==> config.mk <==
export PLATFORM = sky130hd
export DESIGN_NAME = bhp_port
export DESIGN_NICKNAME = d
export VERILOG_FILES = /design/src/include/bhp_pkg.sv /design/src/rtl/bhp_port.sv
export SDC_FILE = /design/constraint.sdc
export NUM_CORES = 1
export LEC_CHECK = 0
export BUFFER_PORTS_ARGS = -buffer_cell sky130_fd_sc_hd__buf_2
export CAP_MARGIN = 40
export CORE_AREA = 5 5 108 212
export CTS_BUF_LIST = sky130_fd_sc_hd__clkbuf_4 sky130_fd_sc_hd__clkbuf_8
export DETAILED_ROUTE_END_ITERATION = 16
export DIE_AREA = 0 0 113 217
export GPL_ROUTABILITY_DRIVEN = 0
export PLACE_DENSITY = 0.42
export SKIP_CTS_REPAIR_TIMING = 1
export SLEW_MARGIN = 40
export SYNTH_ARGS = -nofsm -noshare
export SYNTH_HDL_FRONTEND = slang
export SYNTH_SLANG_ARGS = --single-unit
==> constraint.sdc <==
create_clock -name mclk_i -period 8.3 [get_ports mclk_i]
set_clock_uncertainty 0.15 [all_clocks]
set_input_delay 0.83 -clock mclk_i [delete_from_list [all_inputs] [get_ports mclk_i]]
set_output_delay 0.83 -clock mclk_i [all_outputs]
set_load 0.05 [all_outputs]
==> src/include/bhp_pkg.sv <==
// Package: register map, field positions, reset values and timing for the bidirectional handshake port
package bhp_pkg;
    // Register word offsets (byte addresses)
    localparam logic [3:0] OFS_CTRL_A   = 4'h0;   // first_port_control
    localparam logic [3:0] OFS_CTRL_B   = 4'h4;   // second_port_control
    localparam logic [3:0] OFS_GEN_CTRL = 4'h8;   // general port control (enables, DMA select)
    localparam logic [3:0] OFS_STATUS   = 4'hC;   // port status register
    localparam logic [4:0] OFS_DATA_W   = 5'h10;  // port data register
    // Control register fields
    localparam int CTRL_MODE_BIT   = 3;   // 0 interlocked, 1 pulsed
    localparam int CTRL_IRQ_EN_BIT = 2;
    localparam int CTRL_SVC_EN_BIT = 1;
    localparam int CTRL_STAT_BIT   = 0;
    // General control fields
    localparam int GEN_OUT_EN_BIT  = 4;
    localparam int GEN_IN_EN_BIT   = 5;
    localparam int GEN_DMA_IN_BIT  = 0;   // 1: DMA follows input side
    // Status register fields
    localparam int ST_OUT_ACK_BIT   = 0;
    localparam int ST_OUT_RDY_BIT   = 1;
    localparam int ST_IN_STB_BIT    = 2;
    localparam int ST_IN_RDY_BIT    = 3;
    // Reset values
    localparam logic [7:0] CTRL_RESET = 8'h00;
    localparam logic [7:0] GEN_RESET  = 8'h00;
    // Timing
    localparam int PULSE_CYCLES = 4;      // ready pulse length in clock cycles
    localparam int WAIT_CYCLES  = 1;      // not used by the port; waitrequest is held two cycles per access
endpackage

==> src/rtl/bhp_port.sv <==
// Bidirectional 8-bit double-buffered handshake port with Avalon-MM register slave
`timescale 1ns/1ps
// Overview of operation
// - Data pins driven while output-ack is low, released while it is high.
// - Each accepted rising input strobe captures pins into the two-stage input path.
// - Input strobe flag set while any unread byte sits in the input path.
// - Interlocked input-ready high while space exists, drops on strobe edge.
// - Interlocked mode ignores strobe edges while input-ready is low.
// - Pulsed input-ready lasts at most four cycles, cut short by strobe.
// - Input-ready flag reads zero; input-ready held low when input side disabled.
// - Written byte held in output latch; ack edge advances next buffered byte.
// - Control bit 0 picks ack flag: any latch free, or both empty.
// - Interlocked output-ready high while data ready, drops on ack edge.
// - Interlocked mode ignores ack edges while output-ready is low.
// - Pulsed output-ready lasts at most four cycles, cut short by ack.
// - Output-ready flag reads zero; output-ready low when output side disabled.
// - DMA request follows either input or output service request, never both.
// - Data read returns final input latch; write enters output double buffer.
// - First control bit 3 selects interlocked or pulsed output protocol.
// - Second control bit 3 selects interlocked or pulsed input protocol.
// - First control bit 2 is the output-ready interrupt enable; it has no effect as that flag reads zero.
// - Second control bit 2 is the input-ready interrupt enable; it has no effect as that flag reads zero.
// - First control bit 1 gates output-ack interrupt and DMA request.
// - Second control bit 1 gates input-strobe interrupt and DMA request.
// - General control holds output-side and input-side handshake enables.
// - Direction set only by output-ack level; no direction register used.
module bhp_port #(
    parameter int DATA_W = 8
) (
    input  wire logic              mclk_i,
    input  wire logic              rst_i,
    input  wire logic              ce_i,
    input  wire logic [4:0]        avs_address_i,
    input  wire logic              avs_read_i,
    input  wire logic              avs_write_i,
    input  wire logic [31:0]       avs_writedata_i,
    output logic      [31:0]       avs_readdata_o,
    output logic                   avs_waitrequest_o,
    input  wire logic [DATA_W-1:0] port_data_i,
    output logic      [DATA_W-1:0] port_data_o,
    output logic      [DATA_W-1:0] port_data_oe_o,
    input  wire logic              output_ack_in_i,
    input  wire logic              input_strobe_in_i,
    output logic                   output_ready_out_o,
    output logic                   input_ready_out_o,
    output logic                   output_irq_o,
    output logic                   input_irq_o,
    output logic                   dma_request_out_o
);
    typedef enum logic [1:0] {
        BHP_IDLE = 2'b00,
        BHP_WAIT = 2'b01,
        BHP_DONE = 2'b10
    } bhp_bus_type;

    logic [7:0]        first_port_control_reg;
    logic [7:0]        second_port_control_reg;
    logic [7:0]        gen_ctrl_reg;
    bhp_bus_type       bus_state_reg;
    logic [DATA_W-1:0] initial_input_latch_reg;
    logic [DATA_W-1:0] final_input_latch_reg;
    logic [1:0]        in_count_reg;
    logic [DATA_W-1:0] initial_output_latch_reg;
    logic [DATA_W-1:0] final_output_latch_reg;
    logic [1:0]        out_count_reg;
    logic [2:0]        ack_sync_reg;
    logic [2:0]        stb_sync_reg;
    logic [2:0]        out_pulse_reg;
    logic [2:0]        in_pulse_reg;
    logic              out_rdy_en_reg;
    logic              in_rdy_en_reg;

    logic ack_edge;
    logic stb_edge;
    logic out_side_en;
    logic in_side_en;
    logic out_pulsed;
    logic in_pulsed;
    logic bus_go;
    logic data_read;
    logic data_write;
    logic out_space;
    logic in_space;
    logic ack_take;
    logic stb_take;
    logic output_ack_flag;
    logic input_strobe_flag;
    logic out_svc;
    logic in_svc;
    logic [7:0] status_word;

    assign out_side_en = gen_ctrl_reg[bhp_pkg::GEN_OUT_EN_BIT];
    assign in_side_en  = gen_ctrl_reg[bhp_pkg::GEN_IN_EN_BIT];
    assign out_pulsed  = first_port_control_reg[bhp_pkg::CTRL_MODE_BIT];
    assign in_pulsed   = second_port_control_reg[bhp_pkg::CTRL_MODE_BIT];

    // Rising edges seen only after two synchroniser stages
    assign ack_edge = ack_sync_reg[1] & ~ack_sync_reg[2];
    assign stb_edge = stb_sync_reg[1] & ~stb_sync_reg[2];

    assign out_space = (out_count_reg != 2'd2);
    assign in_space  = (in_count_reg != 2'd2);

    // Edges only count while the matching ready line is up; in pulsed mode the
    // pulse end does not close the window, so data may follow after the pulse.
    assign ack_take = out_side_en && ack_edge && (out_count_reg != 2'd0)
                      && (out_pulsed || output_ready_out_o);
    assign stb_take = in_side_en && stb_edge && in_space
                      && (in_pulsed || input_ready_out_o);

    assign bus_go     = (bus_state_reg == BHP_WAIT);
    assign data_read  = bus_go && avs_read_i  && (avs_address_i == bhp_pkg::OFS_DATA_W);
    assign data_write = bus_go && avs_write_i && (avs_address_i == bhp_pkg::OFS_DATA_W);

    assign output_ack_flag = first_port_control_reg[bhp_pkg::CTRL_STAT_BIT] ?
                             (out_count_reg == 2'd0) : out_space;
    assign input_strobe_flag = (in_count_reg != 2'd0);

    assign out_svc = output_ack_flag && first_port_control_reg[bhp_pkg::CTRL_SVC_EN_BIT];
    assign in_svc  = input_strobe_flag && second_port_control_reg[bhp_pkg::CTRL_SVC_EN_BIT];

    // Ready flags always read zero
    assign status_word = {4'h0, 1'b0, input_strobe_flag, 1'b0, output_ack_flag};

    always_ff @(posedge mclk_i or posedge rst_i) begin
        if (rst_i) begin
            // Ack idles high: starting at that level keeps drivers off and avoids a false edge
            ack_sync_reg <= 3'h7;
            stb_sync_reg <= 3'h0;
        end else if (ce_i) begin
            ack_sync_reg <= {ack_sync_reg[1:0], output_ack_in_i};
            stb_sync_reg <= {stb_sync_reg[1:0], input_strobe_in_i};
        end
    end

    // Bus slave: two wait cycles, answer on the third cycle of the request
    always_ff @(posedge mclk_i or posedge rst_i) begin
        if (rst_i) begin
            bus_state_reg     <= BHP_IDLE;
            avs_waitrequest_o <= 1'b1;
            avs_readdata_o    <= 32'h0000_0000;
        end else if (ce_i) begin
            case (bus_state_reg)
                BHP_IDLE: begin
                    avs_waitrequest_o <= 1'b1;
                    if (avs_read_i || avs_write_i) begin
                        bus_state_reg <= BHP_WAIT;
                    end
                end
                BHP_WAIT: begin
                    avs_waitrequest_o <= 1'b0;
                    bus_state_reg     <= BHP_DONE;
                    case (avs_address_i)
                        5'(bhp_pkg::OFS_CTRL_A):   avs_readdata_o <= {24'h0, first_port_control_reg};
                        5'(bhp_pkg::OFS_CTRL_B):   avs_readdata_o <= {24'h0, second_port_control_reg};
                        5'(bhp_pkg::OFS_GEN_CTRL): avs_readdata_o <= {24'h0, gen_ctrl_reg};
                        5'(bhp_pkg::OFS_STATUS):   avs_readdata_o <= {24'h0, status_word};
                        bhp_pkg::OFS_DATA_W:       avs_readdata_o <= {{(32-DATA_W){1'b0}}, final_input_latch_reg};
                        default:                   avs_readdata_o <= 32'h0000_0000;
                    endcase
                end
                BHP_DONE: begin
                    avs_waitrequest_o <= 1'b1;
                    bus_state_reg     <= BHP_IDLE;
                end
                default: begin
                    avs_waitrequest_o <= 1'b1;
                    bus_state_reg     <= BHP_IDLE;
                end
            endcase
        end
    end

    always_ff @(posedge mclk_i or posedge rst_i) begin
        if (rst_i) begin
            first_port_control_reg  <= bhp_pkg::CTRL_RESET;
            second_port_control_reg <= bhp_pkg::CTRL_RESET;
            gen_ctrl_reg            <= bhp_pkg::GEN_RESET;
        end else if (ce_i && bus_go && avs_write_i) begin
            case (avs_address_i)
                5'(bhp_pkg::OFS_CTRL_A):   first_port_control_reg  <= avs_writedata_i[7:0];
                5'(bhp_pkg::OFS_CTRL_B):   second_port_control_reg <= avs_writedata_i[7:0];
                5'(bhp_pkg::OFS_GEN_CTRL): gen_ctrl_reg            <= avs_writedata_i[7:0];
                default: ;
            endcase
        end
    end

    // Output double buffer: final latch drives pins, initial latch queues behind it
    always_ff @(posedge mclk_i or posedge rst_i) begin
        if (rst_i) begin
            initial_output_latch_reg <= '0;
            final_output_latch_reg   <= '0;
            out_count_reg            <= 2'd0;
        end else if (ce_i) begin
            case ({ack_take, data_write && out_space})
                2'b01: begin
                    if (out_count_reg == 2'd0) begin
                        final_output_latch_reg <= avs_writedata_i[DATA_W-1:0];
                    end else begin
                        initial_output_latch_reg <= avs_writedata_i[DATA_W-1:0];
                    end
                    out_count_reg <= out_count_reg + 2'd1;
                end
                2'b10: begin
                    if (out_count_reg == 2'd2) begin
                        final_output_latch_reg <= initial_output_latch_reg;
                    end
                    out_count_reg <= out_count_reg - 2'd1;
                end
                2'b11: begin
                    if (out_count_reg == 2'd2) begin
                        final_output_latch_reg   <= initial_output_latch_reg;
                        initial_output_latch_reg <= avs_writedata_i[DATA_W-1:0];
                    end else begin
                        final_output_latch_reg <= avs_writedata_i[DATA_W-1:0];
                    end
                end
                default: ;
            endcase
        end
    end

    // Input double buffer: final latch is what software reads
    always_ff @(posedge mclk_i or posedge rst_i) begin
        if (rst_i) begin
            initial_input_latch_reg <= '0;
            final_input_latch_reg   <= '0;
            in_count_reg            <= 2'd0;
        end else if (ce_i) begin
            case ({stb_take, data_read && (in_count_reg != 2'd0)})
                2'b10: begin
                    if (in_count_reg == 2'd0) begin
                        final_input_latch_reg <= port_data_i;
                    end else begin
                        initial_input_latch_reg <= port_data_i;
                    end
                    in_count_reg <= in_count_reg + 2'd1;
                end
                2'b01: begin
                    if (in_count_reg == 2'd2) begin
                        final_input_latch_reg <= initial_input_latch_reg;
                    end
                    in_count_reg <= in_count_reg - 2'd1;
                end
                2'b11: begin
                    if (in_count_reg == 2'd2) begin
                        final_input_latch_reg   <= initial_input_latch_reg;
                        initial_input_latch_reg <= port_data_i;
                    end else begin
                        final_input_latch_reg <= port_data_i;
                    end
                end
                default: ;
            endcase
        end
    end

    // Ready lines: armed when room or data appears, dropped on a taken edge.
    // Dropping is one synchroniser delay late; a truly asynchronous negate
    // would need the raw pin in the output path.
    always_ff @(posedge mclk_i or posedge rst_i) begin
        if (rst_i) begin
            output_ready_out_o <= 1'b0;
            out_rdy_en_reg     <= 1'b1;
            out_pulse_reg      <= 3'd0;
        end else if (ce_i) begin
            if (!out_side_en) begin
                output_ready_out_o <= 1'b0;
                out_rdy_en_reg     <= 1'b1;
                out_pulse_reg      <= 3'd0;
            end else if (ack_take) begin
                output_ready_out_o <= 1'b0;
                out_rdy_en_reg     <= 1'b1;
                out_pulse_reg      <= 3'd0;
            end else if (out_count_reg != 2'd0 && out_rdy_en_reg) begin
                output_ready_out_o <= 1'b1;
                out_rdy_en_reg     <= 1'b0;
                out_pulse_reg      <= 3'(bhp_pkg::PULSE_CYCLES - 1);
            end else if (out_pulsed && out_pulse_reg != 3'd0) begin
                out_pulse_reg <= out_pulse_reg - 3'd1;
            end else if (out_pulsed) begin
                output_ready_out_o <= 1'b0;
            end
        end
    end

    always_ff @(posedge mclk_i or posedge rst_i) begin
        if (rst_i) begin
            input_ready_out_o <= 1'b0;
            in_rdy_en_reg     <= 1'b1;
            in_pulse_reg      <= 3'd0;
        end else if (ce_i) begin
            if (!in_side_en) begin
                input_ready_out_o <= 1'b0;
                in_rdy_en_reg     <= 1'b1;
                in_pulse_reg      <= 3'd0;
            end else if (stb_take) begin
                input_ready_out_o <= 1'b0;
                in_rdy_en_reg     <= 1'b1;
                in_pulse_reg      <= 3'd0;
            end else if (in_space && in_rdy_en_reg) begin
                input_ready_out_o <= 1'b1;
                in_rdy_en_reg     <= 1'b0;
                in_pulse_reg      <= 3'(bhp_pkg::PULSE_CYCLES - 1);
            end else if (in_pulsed && in_pulse_reg != 3'd0) begin
                in_pulse_reg <= in_pulse_reg - 3'd1;
            end else if (in_pulsed || !in_space) begin
                input_ready_out_o <= 1'b0;
            end
        end
    end

    // Pins, interrupts and DMA all registered
    always_ff @(posedge mclk_i or posedge rst_i) begin
        if (rst_i) begin
            port_data_o       <= '0;
            port_data_oe_o    <= '0;
            output_irq_o      <= 1'b0;
            input_irq_o       <= 1'b0;
            dma_request_out_o <= 1'b0;
        end else if (ce_i) begin
            port_data_o    <= final_output_latch_reg;
            port_data_oe_o <= {DATA_W{~ack_sync_reg[1]}};
            // Ready-status interrupts never fire since those flags read zero
            output_irq_o <= out_svc
                            | (1'b0 & first_port_control_reg[bhp_pkg::CTRL_IRQ_EN_BIT]);
            input_irq_o  <= in_svc
                            | (1'b0 & second_port_control_reg[bhp_pkg::CTRL_IRQ_EN_BIT]);
            dma_request_out_o <= gen_ctrl_reg[bhp_pkg::GEN_DMA_IN_BIT] ? in_svc : out_svc;
        end
    end
endmodule

After elaboration in Yosys (flattened, before gate mapping) --
Cells that the tools add are included.
Word-level totals: flip-flop bits (word level) 123, bits of input ports 52, output and inout bits 54, word-level logic and storage cells 170
Cells by class: add/subtract/negate cells 6, equal/unequal tests 32, mux-type cells 46, bitwise gates (word level) 5, reduce and logical (&&, ||, !) cells 56
Operators with widths (number):
- $mux 8 | 10
- $pmux 8 s3 | 2
- $pmux 8 s5 | 1
- $pmux 8 s2 | 2
- $mux 3 | 8
- $ne 2x2->1 const B | 11
- $reduce_and 2->1 | 11
- $logic_and 1x1->1 | 20
- $mux 1 | 19
- $reduce_and 4->1 | 4
- $eq 2x2->1 const B | 6
- $ne 4x1->1 const B | 3
- $pmux 2 s2 | 3
- $reduce_bool 2->1 | 6
- $reduce_bool 3->1 | 4
- $eq 5x4->1 const B | 2
- $ne 4x4->1 const B | 2
- $eq 2x1->1 const B | 3
- $logic_not 2->1 | 3
- $ne 3x1->1 const B | 2
- $reduce_and 3->1 | 2
- $sub 3x1->3 const B | 2
- $eq 5x3->1 const B | 1
- $eq 5x5->1 const B | 1
- other kinds (9) | 17

Longest topological paths before layout --
Gate-level depths: netlist of the first run.
word-level depth 8, gate-level depth with buffers 13, depth with buffers taken out 9

Least setup slack after synthesis of the first run --
Ideal clock, no wire load.
path kind input to register, start input port avs_address_i[2], end register initial_output_latch_reg[0], setup time 0.125 ns, data arrival time 2.896 ns, required time 8.025 ns, slack 5.129 ns, stages 10, buffers on the path 3, cells stage by stage buf_2 nor2b_2 and3b_1 buf_4 and4_1 ha_1 clkbuf_1 nor2_1 a211oi_2 mux2_2
On the way: longest elaborated chain between the ends 6, elaborated cells on any way between the ends 10, those cells by class eq/ne: 5; mux: 1; reduce/logical: 4
RTL lines:
- start: declaration | line bhp_port.sv:33 | input wire logic [4:0] avs_address_i,
- $eq 5x5->1 * | line bhp_port.sv:113 | assign data_write = bus_go && avs_write_i && (avs_address_i == bhp_pkg::OFS_DATA_W);
- $logic_and 1x1->1 * | line bhp_port.sv:113
- $logic_and 1x1->1 * | line bhp_port.sv:196 | case ({ack_take, data_write && out_space})
- $eq 2x2->1 / $eq 2x1->1 (equally long branches) | line bhp_port.sv:196
- $ne 2x2->1 (no line) / $reduce_bool 2->1 (equally long branches)
- $reduce_and 4->1 (no line)
- end signal: assignment | line bhp_port.sv:201 | initial_output_latch_reg <= avs_writedata_i[DATA_W-1:0];
- end signal: assignment | line bhp_port.sv:214 | initial_output_latch_reg <= avs_writedata_i[DATA_W-1:0];
- end: declaration | line bhp_port.sv:63 | logic [DATA_W-1:0] initial_output_latch_reg;
Every way passes the cells marked *; elsewhere a longest branch is shown, timed or not. A chain may end at the register's enable or synchronous reset.

Final worst setup path of the first run --
start input port avs_address_i[4], end register initial_output_latch_reg[3]
The elaborated chain is that of the path after synthesis.

==> summary.md, run 1 <==
| Metric | Value |
|---|---|
| Relative slew margins | `between 50% and 60%` |
| Run status | `completed` |
| Max clock buf depth | `2` |
| Yosys reg bits | `approximately 100` |
| Async S/R FF share, synth | `between 90% and 100%` |
| Total CTS buffers | `9` |
| Top layer in use | `met4` |
| Worst path required time | `about 8400 ps` |
| WL met1 | `roughly 4700 um` |
| NumNets Final | `around 550` |
| Post-Syn Area | `4990 um^2` |
| Worst-Margin Slew | `about 690 ps` |
| Top-count cell post-synth | `dfrtp_1` |
| IO Count | `approximately 110` |
| CTS sink count | `99` |
| List of most frequent post-synthesis cells | `93 x dfrtp_1, 62 x mux2_2, 40 x nand2_1` |
| DRC violations left | `0` |
| Vias in the first global route | `3,715` |
| Synth Area in Compound Gates | `approximately 13%` |
| Global-route wire length before repair | `20,200 um` |
| Fmax | `slightly above 300 MHz` |
| Port Buffers | `57` |
| GRT Total Usage | `~11%` |
| Maximum fanout along the worst path | `10` |
| PwrDens | `223 nW/um^2` |
| DRT Pass-1 Iters | `4` |
| Synthesized area per cell | `11.2 um^2` |
| Via count | `approximately 3,400` |
| Unrepaired setup endpoints after global routing | `no` |
| Number of synthesized flops with an enable pin | `0` |
| Area occupied by multi-input gates | `roughly 2200 um^2` |
| Layout cells sized above 1 | `32.3%` |
| Main combinational cell family by area after synthesis | `multiplexers` |
| Max Cap Viol | `0` |
| Crit end category | `flip-flop` |
| HP Class | `input port to asynchronous set/reset pin` |
| Synth cell types | `52` |
| Endpoints failing hold | `0` |
| Die width | `about 110 um` |
| GR Overflow Total | `0` |
| Post-DP HPWL | `9610 um` |
| Register area | `2480 um^2` |
| DIE HEIGHT | `approximately 220 um` |
| CTS tree | `built` |
| Share of the synthesized area in the top cell type | `a little under half` |
| Clk slew on worst S/H paths | `approximately 100 ps` |
| Data arrival, critical path | `between 3000 and 4000 ps` |
| Largest net degree at the start of global routing | `65` |
| Total core area | `20,900 um^2` |
| Endpoints failing setup | `0` |
| Adder-cell share of the synthesized area | `2.76%` |
| Slew Viols, Final | `0` |
| Ranking of synthesized cells by area | `dfrtp_1 47%, mux2_2 14%, buf_4 5.0%, dfstp_2 3.2%, nand2_1 3.0%` |
| Site Rows | `75` |
| 1st-iter DRT viols | `213` |
| Crit Path Category | `input port to flip-flop` |
| Die ar. | `between 20,000 and 25,000 um^2` |
| Ys flop type | `dfrtp_1` |
| DR WL/cell | `about 17 um` |
| Fin crit share | `39.8%` |
| Fill count | `approximately 2,200` |
| Post-Syn Instances | `445` |
| Total negative slack | `0 ps` |
| Vias per inst | `between 4 and 5` |
| CTS root buffer | `clkbuf_8` |
| Met3 WL | `roughly 630 um` |
| Final min period | `between 3000 and 4000 ps` |
| Final wirelength | `12,800 um` |
| Routed Antenna Nets | `0` |
| Area grow syn2layout | `13.4%` |
| Worst skew pair latency | `a little under 400 ps` |
| YS warnings | `0` |
| CP startpoint kind | `input port` |
| Post-Synth Simple-Gate Area | `10.7%` |
| Area leader, netlist | `dfrtp_1` |
| Hold Slack | `about 310 ps` |
| Mux cell area share after synthesis | `between 10% and 20%` |
| Initial Utilization | `23.9%` |
| Fraction of the yosys area taken by sequential cells | `between 40% and 50%` |
| Detailed-routed wire length on met2 | `~7000 um` |
| H-tree lvl count | `3` |
| Initial antenna violation count | `1` |
| VDD IR max | `roughly 70 uV` |
| Static leakage | `about 2.7 nW` |
| XOR/XNOR share of the synthesized area | `under 10%` |
-- final cells by class --
class,count,area share (%)
Tap cell,269,5.94
Clock buffer,12,2.81
Multi-Input combinational cell,302,39.3
Inverter,20,1.37
Sequential cell,99,43.9
Timing Repair Buffer,59,5.37
Clock inverter,4,1.28
Antenna cell,1,0.0442
-- layout by cell type (no fill, tap or decap), types with 3 or more instances in the layout --
cell type and count:
nand3_1 5, clkbuf_8 11, a21oi_1 14, nor3_1 4, o21ai_1 9, a31oi_1 4, nand2b_1 9, buf_2 57
o211a_1 3, a32oi_1 8, mux2i_1 5, and4_1 3, inv_1 19, nand2_1 40, nor2b_1 4, dfrtp_1 93
nor2_1 18, o21ai_0 22, dfstp_2 6, conb_1 24, a221oi_1 5, xnor2_1 4, mux2_2 62, a22o_1 12
ha_1 11
-- final timing paths --
path,start,endpoint,slack (ps),depth (start not counted)
hold / removal,rst_i,in_pulse_reg[0]$_DFFE_PP0P_,310,2
hold reg to reg,out_rdy_en_reg$_DFFE_PP1P_,out_rdy_en_reg$_DFFE_PP1P_,330,2
setup / recovery,avs_address_i[4],initial_output_latch_reg[3]$_DFFE_PP0P_,5000,8
setup reg to reg,ack_sync_reg[1]$_DFFE_PP1P_,initial_output_latch_reg[3]$_DFFE_PP0P_,5320,8
min in group mclk_i,out_rdy_en_reg$_DFFE_PP1P_,out_rdy_en_reg$_DFFE_PP1P_,330,2
max in group asynchronous,rst_i,port_data_o[6]$_DFFE_PP0P_,6730,3
-- kinds of logic (layout without fill, tap and decap cells) --
kind of cell,after synthesis,in the layout
simple gates,101,101
compound gates,93,93
buf+inv,67,95
mux,67,67
fa+ha+maj,11,11
other cells,1,25
flops,99,99
xor+xnor,6,6
-- power breakdown --
part	internal [mW]	leakage (nW)	switching, mW
sequential	0.548	1.30	0.0518
combinational	0.0929	1.27	0.206
clock	0.189	0.116	0.173
-- stage by stage --
stage | cell area [um^2] | cells | util [%] | worst slack, ps | power (mW)
4_1_cts | 5660 | 765 | 27.0 | 4980 | 1.28
6_report | 5660 | 766 | 27.1 | 5000 | 1.26
3_3_place_gp | 5410 | 749 | 25.8 | 4390 | 0.903
2_1_floorplan | 5080 | 468 | - | 4740 | 0.846
3_5_place_dp | 5420 | 749 | 25.9 | 4530 | 0.914
5_1_grt | 5660 | 766 | 27.1 | 4790 | 1.33
-- critical path, cell delays in order --
cell and delay (ps):
buf_2 160, nor2b_2 200, and3b_1 510, and4_1 350, ha_1 320, nor2_1 100
a211oi_2 550, mux2_2 410
-- per-layer routing --
layer | GRT usage (%) | vias to the layer above
met3 | 2.31 | 23
met1 | 11.0 | 1685
met4 | 6.30 | 0
met5 | 0 | -
li1 | - | 1606
met2 | 20.1 | 101
(Power assumes the default switching activity.)
==> run 2, diff against run 1 <==
- PLACE_DENSITY: 0.42 -> 0.44
- clock period: 8.3 -> 2.9 ns (I/O delays scaled with it)
==> summary.md, run 2 (synthesis results as in run 1) <==
| Metric | Value |
|---|---|
| Fin crit share | `a little over nine tenths` |
| Static leakage | `2.77 nW` |
| Initial Utilization | `23.9%` |
| Vias per inst | `between 4 and 5` |
| Port Buffers | `57` |
| Cells along the critical path | `nand2_1 -> or3_4 -> or2_2 -> inv_1 -> ha_1 -> nor2_1 -> a211oi_2 -> buf_4 -> mux2_2` |
| Run status | `completed` |
| Commonest non-fill, non-tap cell in the layout | `dfrtp_1` |
| GRT Total Usage | `10.9%` |
| CTS sink count | `99` |
| Worst r2r dst | `initial_output_latch_reg[0]$_DFFE_PP0P_` |
| CTS root buffer | `clkbuf_8` |
| Endpoints failing setup | `0` |
| GR Overflow Total | `0` |
| CP Depth | `9` |
| Worst path top cell family by delay | `simple AND/OR/NAND/NOR gates` |
| Gate power share | `between 20% and 30%` |
| Largest net degree at the start of global routing | `44` |
| Endpoints failing hold | `0` |
| Area grow syn2layout | `16.0%` |
| Hold Slack | `between 10 and 15 ps` |
| H-tree lvl count | `3` |
| Clk slew on worst S/H paths | `about 90 ps` |
| Worst path required time | `between 3000 and 4000 ps` |
| Via count | `~3,500` |
| CP max stage delay | `560 ps` |
| Vias in the first global route | `approximately 3,700` |
| Worst Setup SP | `ack_sync_reg[1]$_DFFE_PP1P_` |
| 1st-iter DRT viols | `approximately 160` |
| DR WL/cell | `roughly 17 um` |
| Fmax | `around 360 MHz` |
| Worst-Margin Slew | `637 ps` |
| Site Rows | `75` |
| CTS tree | `built` |
| Total negative slack | `0 ps` |
| Worst skew pair latency | `390 ps` |
| Die ar. | `about 25,000 um^2` |
| Critical-path top delay cell | `dfstp_2` |
| Layout cells sized above 1 | `between 30 and 40%` |
| Max Cap Viol | `0` |
| Buffers and inverters on the worst path | `2` |
| NumNets Final | `~580` |
| Crit end category | `flip-flop` |
| Logic depth of the worst register-to-register path | `9` |
| Reg power frac | `between 50% and 60%` |
| Crit Path Category | `flip-flop to flip-flop` |
| Fill count | `between 2,000 and 2,500` |
| Crit path to | `initial_output_latch_reg[0]$_DFFE_PP0P_` |
| Ant diodes | `0` |
| Relative slew margins | `57.0%` |
| Unrepaired setup endpoints after global routing | `no` |
| Initial antenna violation count | `0` |
| IO Count | `106` |
| Clock share of power | `about a quarter` |
| Maximum fanout along the worst path | `8` |
| Max clock buf depth | `2` |
| Post-route cell area | `slightly below 6000 um^2` |
| Net Sw Frac | `about 36%` |
| DRT Pass-1 Iters | `4` |
| Final wirelength | `~13,000 um` |
| Slew Viols, Final | `0` |
| Sw power | `1.22 mW` |
| DRC violations left | `0` |
| Global-route wire length before repair | `20,300 um` |
| Internal power | `about 2.2 mW` |
| Routed Antenna Nets | `0` |
| Dpl cell area | `5530 um^2` |
| HP Class | `input port to flip-flop` |
| CP startpoint kind | `flip-flop` |
| VDD IR max | `196 uV` |
| Post-DP HPWL | `approximately 10,000 um` |
| Total CTS buffers | `9` |
| Worst reg-to-reg setup slack | `~140 ps` |
| Most frequent cells in the layout | `92 x dfrtp_1, 62 x mux2_2, 57 x buf_2` |
| PwrDens | `approximately 590 nW/um^2` |
| Final min period | `2760 ps` |
| R2R Path Start | `ack_sync_reg[1]$_DFFE_PP1P_` |
| DIE HEIGHT | `about 220 um` |
| Data arrival, critical path | `2890 ps` |
| Total core area | `around 21,000 um^2` |
| Die width | `between 100 and 150 um` |
run 2: cell types whose count changed in the layout (fill, tap and decap cells not counted), moves of 2 or more:
cell           before  now
clkbuf_8           11    9
clkbuf_4            1    4
dlygate4sd3_1       0    8
buf_4               1   15
bufinv_16           2    0
run 2: layout make-up:
class,count,area (um^2),share of cell area [%]
Sequential cell,99,2490,42.9
Multi-Input combinational cell,302,2220,38.3
Timing Repair Buffer,81,498,8.60
Tap cell,269,337,5.81
Clock buffer,13,154,2.66
Inverter,20,78.8,1.36
Clock inverter,3,17.5,0.303
run 2: worst register-to-register path, stage by stage (launching register included):
cell,delay (ps)
dfstp_2,560
nand2_1,60
or3_4,350
or2_2,300
inv_1,90
ha_1,310
nor2_1,100
a211oi_2,170
buf_4,200
mux2_2,350
run 2: per-layer routing:
layer,vias up,track usage (%),part of all wire (%)
met3,29,2.22,4.2
li1,1664,-,-
met1,1753,10.6,35
met4,0,7.74,5.9
met5,-,0,0
met2,102,20.1,55
run 2: how the worst min path moves through the flow:
stage          slack [ps]          startpoint  cells past startpoint                                     end
2_1_floorplan         260  avs_writedata_i[6]                      2  second_port_control_reg[6]$_DFFE_PP0P_
3_3_place_gp          160               rst_i                      2              port_data_o[7]$_DFFE_PP0P_
3_5_place_dp          170               rst_i                      2              port_data_o[7]$_DFFE_PP0P_
4_1_cts              -270               rst_i                      2              port_data_o[7]$_DFFE_PP0P_
5_1_grt                 4      port_data_i[2]                      2  initial_input_latch_reg[2]$_DFFE_PP0P_
6_report               10      port_data_i[5]                      2  initial_input_latch_reg[5]$_DFFE_PP0P_
run 2: power by group through the flow:
stage                     logic, mW  registers (mW)  clock network, mW
after global placement        0.869            1.74                  0
after floorplan               0.589            1.83                  0
after global routing          0.958            1.74              0.916
final                         0.881            1.71              0.828
after detailed placement      0.886            1.75                  0
after CTS                     0.888            1.72              0.871
run 2: stage by stage:
step                      utilization [%]  power [mW]  cells  setup slack, ps
after floorplan                         -        2.42    468             52.2
after global placement               26.4        2.60    763              107
after detailed placement             26.4        2.63    763             87.8
after CTS                            27.3        3.48    779             54.9
after global routing                 27.7        3.62    787             7.69
final                                27.7        3.42    787              144
